==> src/logic/dma_pkg.sv <==
// constants, field layout and carrier types for the dma transfer engine
package dma_pkg;

  // ****************************************
  // sizes
  // ****************************************
  localparam int NCH      = 8;
  localparam int CH_W     = 3;
  localparam int DW       = 16;
  localparam int SRC_W    = 7;
  localparam int NSRC     = 128;
  localparam int RA_W     = 8;
  localparam int N_CODES  = 20;
  localparam int N_MAPPED = 20;

  // ****************************************
  // register map: bit 7 set selects the global block,
  // otherwise bits 6:4 pick the channel and bits 2:0 the register
  // ****************************************
  localparam int GLOBAL_BIT = 7;
  localparam int CH_SEL_HI  = 6;
  localparam int CH_SEL_LO  = 4;
  localparam int REG_SEL_HI = 2;
  localparam logic [2:0] RA_CON  = 3'h0;
  localparam logic [2:0] RA_REQ  = 3'h1;
  localparam logic [2:0] RA_STA  = 3'h2;
  localparam logic [2:0] RA_STB  = 3'h3;
  localparam logic [2:0] RA_PAD  = 3'h4;
  localparam logic [2:0] RA_CNT  = 3'h5;
  localparam logic [2:0] RA_STAT = 3'h6;
  localparam logic [RA_W-1:0] GA_STATUS = 8'h80;
  localparam logic [RA_W-1:0] GA_PEND   = 8'h81;

  // control register bits
  localparam int CON_EN    = 0;
  localparam int CON_DIR   = 1;
  localparam int CON_PIND  = 2;
  localparam int CON_PP    = 3;
  localparam int CON_FORCE = 4;
  localparam int CON_BITS  = 4;

  // global status layout: done flags low byte, last channel above
  localparam int LAST_LO = 8;
  localparam logic [3:0] LAST_NONE = 4'hF;
  localparam logic [DW-1:0] DATA_ZERO = 16'h0000;

  // ****************************************
  // request source codes that are wired to a peripheral
  // ****************************************
  localparam logic [N_CODES-1:0][SRC_W-1:0] SRC_CODES = {
    7'h00, 7'h01, 7'h05,          // ext int 0, capture 1, capture 2
    7'h02, 7'h06, 7'h07, 7'h08,   // compare 1, compare 2, timer 2, timer 3
    7'h0A, 7'h21,                 // serial port 1, serial port 2
    7'h0B, 7'h0C, 7'h1E, 7'h1F,   // uart 1 rx/tx, uart 2 rx/tx
    7'h22, 7'h46, 7'h37, 7'h47,   // can 1 rx/tx, can 2 rx/tx
    7'h3C, 7'h0D, 7'h15           // codec done, converter 1, converter 2
  };

  // ****************************************
  // peripheral addresses that answer on the dma bus
  // ****************************************
  localparam logic [N_MAPPED-1:0][DW-1:0] PERIPH_MAP = {
    16'h0140, 16'h0144, 16'h0182, 16'h0180, 16'h0188,
    16'h0186, 16'h0248, 16'h0268, 16'h0226, 16'h0224,
    16'h0236, 16'h0234, 16'h0440, 16'h0442, 16'h0540,
    16'h0542, 16'h0290, 16'h0298, 16'h0300, 16'h0340
  };

  // ****************************************
  // carriers
  // ****************************************
  typedef struct packed {
    logic [RA_W-1:0] addr;
    logic [DW-1:0]   wdata;
    logic            wr;
    logic            rd;
  } reg_req_type;

  typedef struct packed {
    logic            valid;
    logic [CH_W-1:0] ch;
    logic            dir;
    logic            pind;
    logic            unmapped;
    logic            last;
    logic [DW-1:0]   maddr;
  } xfer_type;

endpackage : dma_pkg

==> src/logic/dma_channel_transfer_engine.sv <==
// eight channel dma transfer engine between peripheral bus and dual port memory
//
// Behaviour
// - arbitrate requests; winner transfers next cycle
// - read peripheral address, write memory
// - register indirect uses primary or secondary start
// - peripheral indirect takes memory write address from peripheral
// - read and write phases are one transfer
// - request stays latched until transfer completes
// - count hits limit: block done, interrupt
// - keep arbitrating during a transfer
// - codes for ext int and capture units
// - codes for compare units and their registers
// - codes for serial ports, shared buffer
// - codes for first uart rx and tx
// - codes for second uart rx and tx
// - codes for can receive and transmit
// - code for codec, rx and tx buffers
// - codes for converter conversion done
// - shared source requests both channels at once
// - unmapped address: drop writes, read zero
// - forced request arbitrates like any other
//
// The register addresses and strobed register access were decided locally.
`timescale 1ns/10ps
`default_nettype none
module dma_channel_transfer_engine
  import dma_pkg::*;
(
  input  wire logic                           core_clk_i,
  input  wire logic                           rst_i,
  input  wire dma_pkg::reg_req_type           reg_bus_i,
  output var  logic [dma_pkg::DW-1:0]         reg_rdata_o,
  input  wire logic [dma_pkg::NSRC-1:0]       periph_req_i,
  input  wire logic [dma_pkg::DW-1:0]         periph_rdata_i,
  input  wire logic [dma_pkg::DW-1:0]         periph_ind_addr_i,
  input  wire logic [dma_pkg::DW-1:0]         mem_rdata_i,
  output var  logic                           periph_rd_o,
  output var  logic [dma_pkg::DW-1:0]         periph_raddr_o,
  output var  logic [dma_pkg::SRC_W-1:0]      periph_src_o,
  output var  logic                           periph_wr_o,
  output var  logic [dma_pkg::DW-1:0]         periph_waddr_o,
  output var  logic [dma_pkg::DW-1:0]         periph_wdata_o,
  output var  logic                           mem_rd_o,
  output var  logic [dma_pkg::DW-1:0]         mem_raddr_o,
  output var  logic                           mem_wr_o,
  output var  logic [dma_pkg::DW-1:0]         mem_waddr_o,
  output var  logic [dma_pkg::DW-1:0]         mem_wdata_o,
  output var  logic [dma_pkg::NCH-1:0]        chan_irq_o
);
  import dma_pkg::*;

  // ****************************************
  // helpers
  // ****************************************
  function automatic logic code_known(input logic [SRC_W-1:0] code);
    logic hit;
    hit = 1'b0;
    for (int i = 0; i < N_CODES; i++) begin
      if (SRC_CODES[i] == code) hit = 1'b1;
    end
    return hit;
  endfunction : code_known

  function automatic logic is_mapped(input logic [DW-1:0] addr);
    logic hit;
    hit = 1'b0;
    for (int i = 0; i < N_MAPPED; i++) begin
      if (PERIPH_MAP[i] == addr) hit = 1'b1;
    end
    return hit;
  endfunction : is_mapped

  function automatic logic [NCH-1:0] below_mask(input logic [CH_W-1:0] idx);
    logic [NCH-1:0] m;
    m = '0;
    for (int i = 0; i < NCH; i++) begin
      if (i < int'(idx)) m[i] = 1'b1;
    end
    return m;
  endfunction : below_mask

  // ****************************************
  // channel state
  // ****************************************
  logic [CON_BITS-1:0] con_reg      [NCH];
  logic [SRC_W-1:0]    req_sel_reg  [NCH];
  logic [DW-1:0]       chan_start_addr_primary   [NCH];
  logic [DW-1:0]       chan_start_addr_secondary [NCH];
  logic [DW-1:0]       chan_periph_addr          [NCH];
  logic [DW-1:0]       chan_transfer_count       [NCH];
  logic [DW-1:0]       done_cnt_reg [NCH];
  logic [NCH-1:0]      ppst_reg;
  logic [NCH-1:0]      pend_reg;
  logic [NCH-1:0]      done_flag_reg;
  logic [3:0]          last_ch_reg;
  xfer_type            s1_reg;
  xfer_type            s1_next;

  logic                wr_chan;
  logic [CH_W-1:0]     wr_ch;
  logic [2:0]          wr_sel;
  logic [NCH-1:0]      req_now;
  logic [NCH-1:0]      force_now;
  logic [NCH-1:0]      cmpl_vec;
  logic [NCH-1:0]      blk_vec;
  logic [NCH-1:0]      elig;
  logic                grant_found;
  logic [CH_W-1:0]     grant_idx;

  assign wr_chan = reg_bus_i.wr && !reg_bus_i.addr[GLOBAL_BIT];
  assign wr_ch   = reg_bus_i.addr[CH_SEL_HI:CH_SEL_LO];
  assign wr_sel  = reg_bus_i.addr[REG_SEL_HI:0];

  // ****************************************
  // request capture and arbitration
  // ****************************************
  always_comb begin
    for (int c = 0; c < NCH; c++) begin
      // every channel watching a line sees it in the same cycle
      req_now[c]   = con_reg[c][CON_EN] && code_known(req_sel_reg[c])
                     && periph_req_i[req_sel_reg[c]];
      force_now[c] = wr_chan && (wr_ch == CH_W'(c)) && (wr_sel == RA_CON)
                     && reg_bus_i.wdata[CON_FORCE] && reg_bus_i.wdata[CON_EN];
      cmpl_vec[c]  = s1_reg.valid && (s1_reg.ch == CH_W'(c));
      blk_vec[c]   = cmpl_vec[c] && s1_reg.last;
    end
  end

  // the channel in flight is not offered again until it completes
  assign elig = pend_reg & ~cmpl_vec;

  always_comb begin
    grant_found = 1'b0;
    grant_idx   = '0;
    for (int c = NCH - 1; c >= 0; c--) begin
      if (elig[c]) begin
        grant_found = 1'b1;
        grant_idx   = CH_W'(c);
      end
    end
  end

  // a new request wins over the completion clear
  always_ff @(posedge core_clk_i) begin
    if (rst_i) begin
      pend_reg <= '0;
    end else begin
      pend_reg <= (pend_reg & ~cmpl_vec) | req_now | force_now;
    end
  end

  // ****************************************
  // read phase, launched the cycle after the grant
  // ****************************************
  always_comb begin
    s1_next          = '0;
    s1_next.valid    = grant_found;
    s1_next.ch       = grant_idx;
    s1_next.dir      = con_reg[grant_idx][CON_DIR];
    s1_next.pind     = con_reg[grant_idx][CON_PIND];
    s1_next.unmapped = !is_mapped(chan_periph_addr[grant_idx]);
    s1_next.last     = done_cnt_reg[grant_idx] == chan_transfer_count[grant_idx];
    s1_next.maddr    = (ppst_reg[grant_idx] ? chan_start_addr_secondary[grant_idx]
                                            : chan_start_addr_primary[grant_idx])
                       + done_cnt_reg[grant_idx];
  end

  always_ff @(posedge core_clk_i) begin
    if (rst_i) begin
      s1_reg         <= '0;
      periph_rd_o    <= 1'b0;
      periph_raddr_o <= '0;
      periph_src_o   <= '0;
      mem_rd_o       <= 1'b0;
      mem_raddr_o    <= '0;
    end else begin
      s1_reg         <= s1_next;
      // no strobe toward an address that nothing answers
      periph_rd_o    <= grant_found && !s1_next.dir && !s1_next.unmapped;
      periph_raddr_o <= chan_periph_addr[grant_idx];
      periph_src_o   <= req_sel_reg[grant_idx];
      mem_rd_o       <= grant_found && s1_next.dir;
      mem_raddr_o    <= s1_next.maddr;
    end
  end

  // ****************************************
  // write phase; read data is taken in the read cycle itself
  // ****************************************
  always_ff @(posedge core_clk_i) begin
    if (rst_i) begin
      mem_wr_o       <= 1'b0;
      mem_waddr_o    <= '0;
      mem_wdata_o    <= '0;
      periph_wr_o    <= 1'b0;
      periph_waddr_o <= '0;
      periph_wdata_o <= '0;
    end else begin
      mem_wr_o       <= s1_reg.valid && !s1_reg.dir;
      mem_waddr_o    <= s1_reg.pind ? periph_ind_addr_i : s1_reg.maddr;
      mem_wdata_o    <= s1_reg.unmapped ? DATA_ZERO : periph_rdata_i;
      periph_wr_o    <= s1_reg.valid && s1_reg.dir && !s1_reg.unmapped;
      periph_waddr_o <= chan_periph_addr[s1_reg.ch];
      periph_wdata_o <= mem_rdata_i;
    end
  end

  // ****************************************
  // channel configuration, counters and ping-pong state
  // ****************************************
  always_ff @(posedge core_clk_i) begin
    if (rst_i) begin
      ppst_reg <= '0;
      for (int c = 0; c < NCH; c++) begin
        con_reg[c]                   <= '0;
        req_sel_reg[c]               <= '0;
        chan_start_addr_primary[c]   <= '0;
        chan_start_addr_secondary[c] <= '0;
        chan_periph_addr[c]          <= '0;
        chan_transfer_count[c]       <= '0;
        done_cnt_reg[c]              <= '0;
      end
    end else begin
      for (int c = 0; c < NCH; c++) begin
        if (blk_vec[c]) begin
          done_cnt_reg[c] <= '0;
          if (con_reg[c][CON_PP]) ppst_reg[c] <= !ppst_reg[c];
          else con_reg[c][CON_EN] <= 1'b0;
        end else if (cmpl_vec[c]) begin
          done_cnt_reg[c] <= done_cnt_reg[c] + 16'h0001;
        end
      end
      // a software write lands after the hardware update of the same cycle
      if (wr_chan) begin
        if (wr_sel == RA_CON) begin
          con_reg[wr_ch] <= reg_bus_i.wdata[CON_BITS-1:0];
          if (reg_bus_i.wdata[CON_EN] && !con_reg[wr_ch][CON_EN]) begin
            done_cnt_reg[wr_ch] <= '0;
            ppst_reg[wr_ch]     <= 1'b0;
          end
        end else if (wr_sel == RA_REQ) begin
          req_sel_reg[wr_ch] <= reg_bus_i.wdata[SRC_W-1:0];
        end else if (wr_sel == RA_STA) begin
          chan_start_addr_primary[wr_ch] <= reg_bus_i.wdata;
        end else if (wr_sel == RA_STB) begin
          chan_start_addr_secondary[wr_ch] <= reg_bus_i.wdata;
        end else if (wr_sel == RA_PAD) begin
          chan_periph_addr[wr_ch] <= reg_bus_i.wdata;
        end else if (wr_sel == RA_CNT) begin
          chan_transfer_count[wr_ch] <= reg_bus_i.wdata;
        end
      end
    end
  end

  // ****************************************
  // block done flags, interrupt pulses, last channel
  // ****************************************
  always_ff @(posedge core_clk_i) begin
    if (rst_i) begin
      done_flag_reg <= '0;
      chan_irq_o    <= '0;
      last_ch_reg   <= LAST_NONE;
    end else begin
      chan_irq_o <= blk_vec;
      if (reg_bus_i.wr && reg_bus_i.addr == GA_STATUS) begin
        done_flag_reg <= (done_flag_reg & ~reg_bus_i.wdata[NCH-1:0]) | blk_vec;
      end else begin
        done_flag_reg <= done_flag_reg | blk_vec;
      end
      if (s1_reg.valid) last_ch_reg <= {1'b0, s1_reg.ch};
    end
  end

  // ****************************************
  // register read port, data one cycle after the strobe
  // ****************************************
  always_ff @(posedge core_clk_i) begin
    if (rst_i) begin
      reg_rdata_o <= '0;
    end else if (!reg_bus_i.rd) begin
      reg_rdata_o <= '0;
    end else if (reg_bus_i.addr == GA_STATUS) begin
      reg_rdata_o <= {4'h0, last_ch_reg, done_flag_reg};
    end else if (reg_bus_i.addr == GA_PEND) begin
      reg_rdata_o <= {ppst_reg, pend_reg};
    end else if (reg_bus_i.addr[GLOBAL_BIT]) begin
      reg_rdata_o <= '0;
    end else if (wr_sel == RA_CON) begin
      reg_rdata_o <= DW'(con_reg[wr_ch]);
    end else if (wr_sel == RA_REQ) begin
      reg_rdata_o <= DW'(req_sel_reg[wr_ch]);
    end else if (wr_sel == RA_STA) begin
      reg_rdata_o <= chan_start_addr_primary[wr_ch];
    end else if (wr_sel == RA_STB) begin
      reg_rdata_o <= chan_start_addr_secondary[wr_ch];
    end else if (wr_sel == RA_PAD) begin
      reg_rdata_o <= chan_periph_addr[wr_ch];
    end else if (wr_sel == RA_CNT) begin
      reg_rdata_o <= chan_transfer_count[wr_ch];
    end else if (wr_sel == RA_STAT) begin
      reg_rdata_o <= done_cnt_reg[wr_ch];
    end else begin
      reg_rdata_o <= '0;
    end
  end
endmodule : dma_channel_transfer_engine
`default_nettype wire

==> config.mk <==
export PLATFORM = sky130hd
export DESIGN_NAME = dma_channel_transfer_engine
export DESIGN_NICKNAME = d
export VERILOG_FILES = /design/src/logic/dma_pkg.sv /design/src/logic/dma_channel_transfer_engine.sv
export SDC_FILE = /design/constraint.sdc
export NUM_CORES = 2
export LEC_CHECK = 0
export BUFFER_PORTS_ARGS = -buffer_cell sky130_fd_sc_hd__buf_4
export CORE_MARGIN = 5
export CORE_UTILIZATION = 37
export CTS_CLUSTER_DIAMETER = 30
export DETAILED_ROUTE_END_ITERATION = 16
export PLACE_DENSITY = 0.57
export SYNTH_ARGS = -nofsm -noshare
export SYNTH_HDL_FRONTEND = slang
export SYNTH_SLANG_ARGS = --single-unit
export TNS_END_PERCENT = 10
==> constraint.sdc <==
create_clock -name core_clk_i -period 14.68 [get_ports core_clk_i]
set_input_delay 2.936 -clock core_clk_i [delete_from_list [all_inputs] [get_ports core_clk_i]]
set_output_delay 2.936 -clock core_clk_i [all_outputs]
set_load 0.1 [all_outputs]
==> metrics.txt <==
placement row count=140; number of global-route vias before repair=41100; run status=completed; max capacitance violation total=0; max_slew headroom=15.1%; Final Max Slew Viols=0; mean number of vias per cell=~6; Critical Path Slowest Stage Cell=a31oi_4; cell area after technology mapping=53900 um^2; highest routed metal layer=met5; final-report hold violation count=0; DP Wirelength=129000 um; Final Routed Wirelength=199000 um; delay of the slowest cell on the worst path=0.90 ns; worst path buffer plus inverter count=3; CTS tree=yes; skew final=0.0569 ns; drc violations=0; die area=154000 um^2; number of post-CTS setup repair buffers=0; share of synthesized registers carrying an async set or reset=0%; Worst-path clk slew=around 0.05 ns; library cell with the largest summed area after synthesis=edfxtp_1; Max Root-Sink Buffers=3; met3 routed wirelength=21400 um; number of DRC markers after the initial detailed-route iteration=around 6000; buffer type at the clock tree root=clkbuf_16; number of nets at the end of the flow=around 5400; sequential element share of the synthesized area=between 40% and 50%; classification of the worst-slack hold path=flip-flop to flip-flop; number of top-level design ports=335; most numerous cell in the Yosys netlist=nand2_1; post-route ant nets=0; data arrival time of the critical path=8.79 ns; LEAKAGE=between 20 and 25 nW; power density normalized to cell area=153 nW/um^2; routed length on met2=between 80000 and 90000 um; Critical Path Start Type=flip-flop; area added between synthesis and finish=20.3%; Final GP Congestion=about 0.96; ordered list of cells on the worst path=buf_4 > nand2_1 > or2_1 > a32o_4 > a31oi_4 > buf_12 > mux2i_1 > mux2_2 > buf_4 > a311oi_1 > a31oi_1 > a21oi_1 > ha_1 > a21o_1 > a21oi_1 > o21bai_1 > a41o_1 > a21o_1 > a21o_1 > a2111oi_0 > o41ai_1 > a21oi_1 > xnor3_1 > nor2_1; ranking of synthesized cells by instance count=nand2_1, and2_1, edfxtp_1, mux4_2, nor2_1; min cycle time layout=8.06 ns; number of distinct library cell variants in the gate-level netlist after synthesis=81; area used by multi-input combinational logic=27800 um^2; most used flip-flop cell after synthesis=edfxtp_1; slew at the pin with the worst max-slew slack=roughly 1.3 ns; RSZ-0062 raised after global routing=false; TritonCTS Buffers=roughly 220; mean instance size in the synthesized netlist=10.7 um^2; count of vias placed by the detailed router=approximately 44000; Post-Route Setup TNS=0 ns; clock insertion delay at the later pin of the skew report=0.83 ns; fraction of layout cells with a size suffix above 1=22.9%; wire length of the first global-routing pass=288000 um; EDFF count, synth=600; total of fill cells in the finished design=13300; VDD IR max=about 0.00013 V; number of warning messages in the yosys log=0; top-area cell type share of the netlist area=33.4%; Final Instance Area=about 65000 um^2; portion of the clock cycle consumed by the worst path in the final layout=54.9%; instance area at placement=57200 um^2; remaining global-route overflow=0; M1 WL=81600 um; GRT Util Overall=25.3%; buffers added on ports=274; endpoint class of the critical path=flip-flop; number of instances in the synthesized netlist=5048; hold buffer count at CTS=0; CP top delay family=compound AO/OA/AOI/OAI gates; horizontal die dimension=roughly 400 um; number of antenna violations at the first check in global routing=9; Chip Height=392 um; number of H-tree levels=4; sequential cell area=23900 um^2; post-synthesis net count=5276; required time at the endpoint of the critical path=about 15 ns; count of endpoints failing setup in the final report=0; # resized after CTS=0; path type of the worst setup path=flip-flop to flip-flop; CP Max Fanout=113; top area cells in the synthesized netlist=edfxtp_1, mux4_2, dfxtp_1; sinks on the clock net=895; Avg WL per Cell=around 27 um; maximum clock frequency=0.124 GHz; core area=145000 um^2; number of detailed-route iterations in the first pass=6; starting density of the core=a little under two fifths; maximum number of pins on one net before global-route repair=between 100 and 150; flip-flop and latch count after synthesis=895
==> cell usage in the layout, fill, tap and decap left out, types with 33 or more instances in the layout <==
master,n
a31oi_1,84
clkbuf_16,218
mux2i_1,218
nand3_1,237
mux4_2,396
edfxtp_1,600
a22oi_1,34
and2_1,602
dfxtp_1,292
or2_2,46
nor3_1,35
a311oi_1,140
and3_1,122
nand2_1,772
bufinv_16,35
inv_1,33
nor2_1,335
clkinv_2,39
a21oi_1,156
o22ai_1,36
buf_4,365
o21ai_0,77
==> area by class of cell <==
class                   instances  share of cell area, %
clock buffers                 248                   8.73
flip-flops and latches        895                   36.9
inverters                      38                  0.220
diodes                          3                 0.0116
multi-input cells            3638                   42.9
well taps                    1917                   3.69
clock inverters               162                   3.15
repair buffers                374                   4.46
==> metrics by stage <==
step	total power (W)	instances	hold WS [ns]	setup slack, ns	util, %
detailed placement	0.00490	6862	0.401	6.79	39.4
CTS	0.00991	7272	0.406	6.75	44.7
finish	0.00990	7275	0.408	6.62	44.7
global placement	0.00489	6862	0.401	6.74	39.4
floorplan	0.00431	5048	0.384	8.97	-
global route	0.0102	7272	0.432	6.14	44.7
==> power by group <==
| part | total [W] | switching, W | internal, W | leakage (nW) |
|---|---|---|---|---|
| combinational | 0.00194 | 0.00134 | 0.000593 | 12.1 |
| sequential | 0.00296 | 0.000119 | 0.00284 | 8.10 |
| clock | 0.00500 | 0.00162 | 0.00339 | 3.72 |
==> layer usage <==
layer | vias up | global-route usage (%)
li1 | 19000 | -
met1 | 21600 | 35.4
met2 | 2575 | 38.1
met3 | 403 | 6.02
met4 | 4 | 9.93
met5 | - | 0
==> worst paths after layout <==
path              cells after the start                   from                     to  slack, ns
setup reg to reg                     24  s1_reg[20]$_SDFF_PP0_  s1_reg[15]$_SDFF_PP0_       6.62
setup / recovery                     24  s1_reg[20]$_SDFF_PP0_  s1_reg[15]$_SDFF_PP0_       6.62
hold reg to reg                       1  s1_reg[19]$_SDFF_PP0_    mem_wr_o$_SDFF_PP0_       0.41
hold / removal                        1  s1_reg[19]$_SDFF_PP0_    mem_wr_o$_SDFF_PP0_       0.41
==> kinds of logic (layout without fill, tap and decap cells) <==
kind of cell	after synthesis	count (layout)	share of synthesized area [%]
compound gates	675	675	8.70
xor+xnor	43	43	0.724
mux	625	625	20.8
other cells	0	3	0
buf+inv	515	822	4.10
flops	895	895	44.3
simple gates	2271	2271	20.7
fa+ha+maj	24	24	0.571
Note: power is estimated with default switching activity, not from simulation.
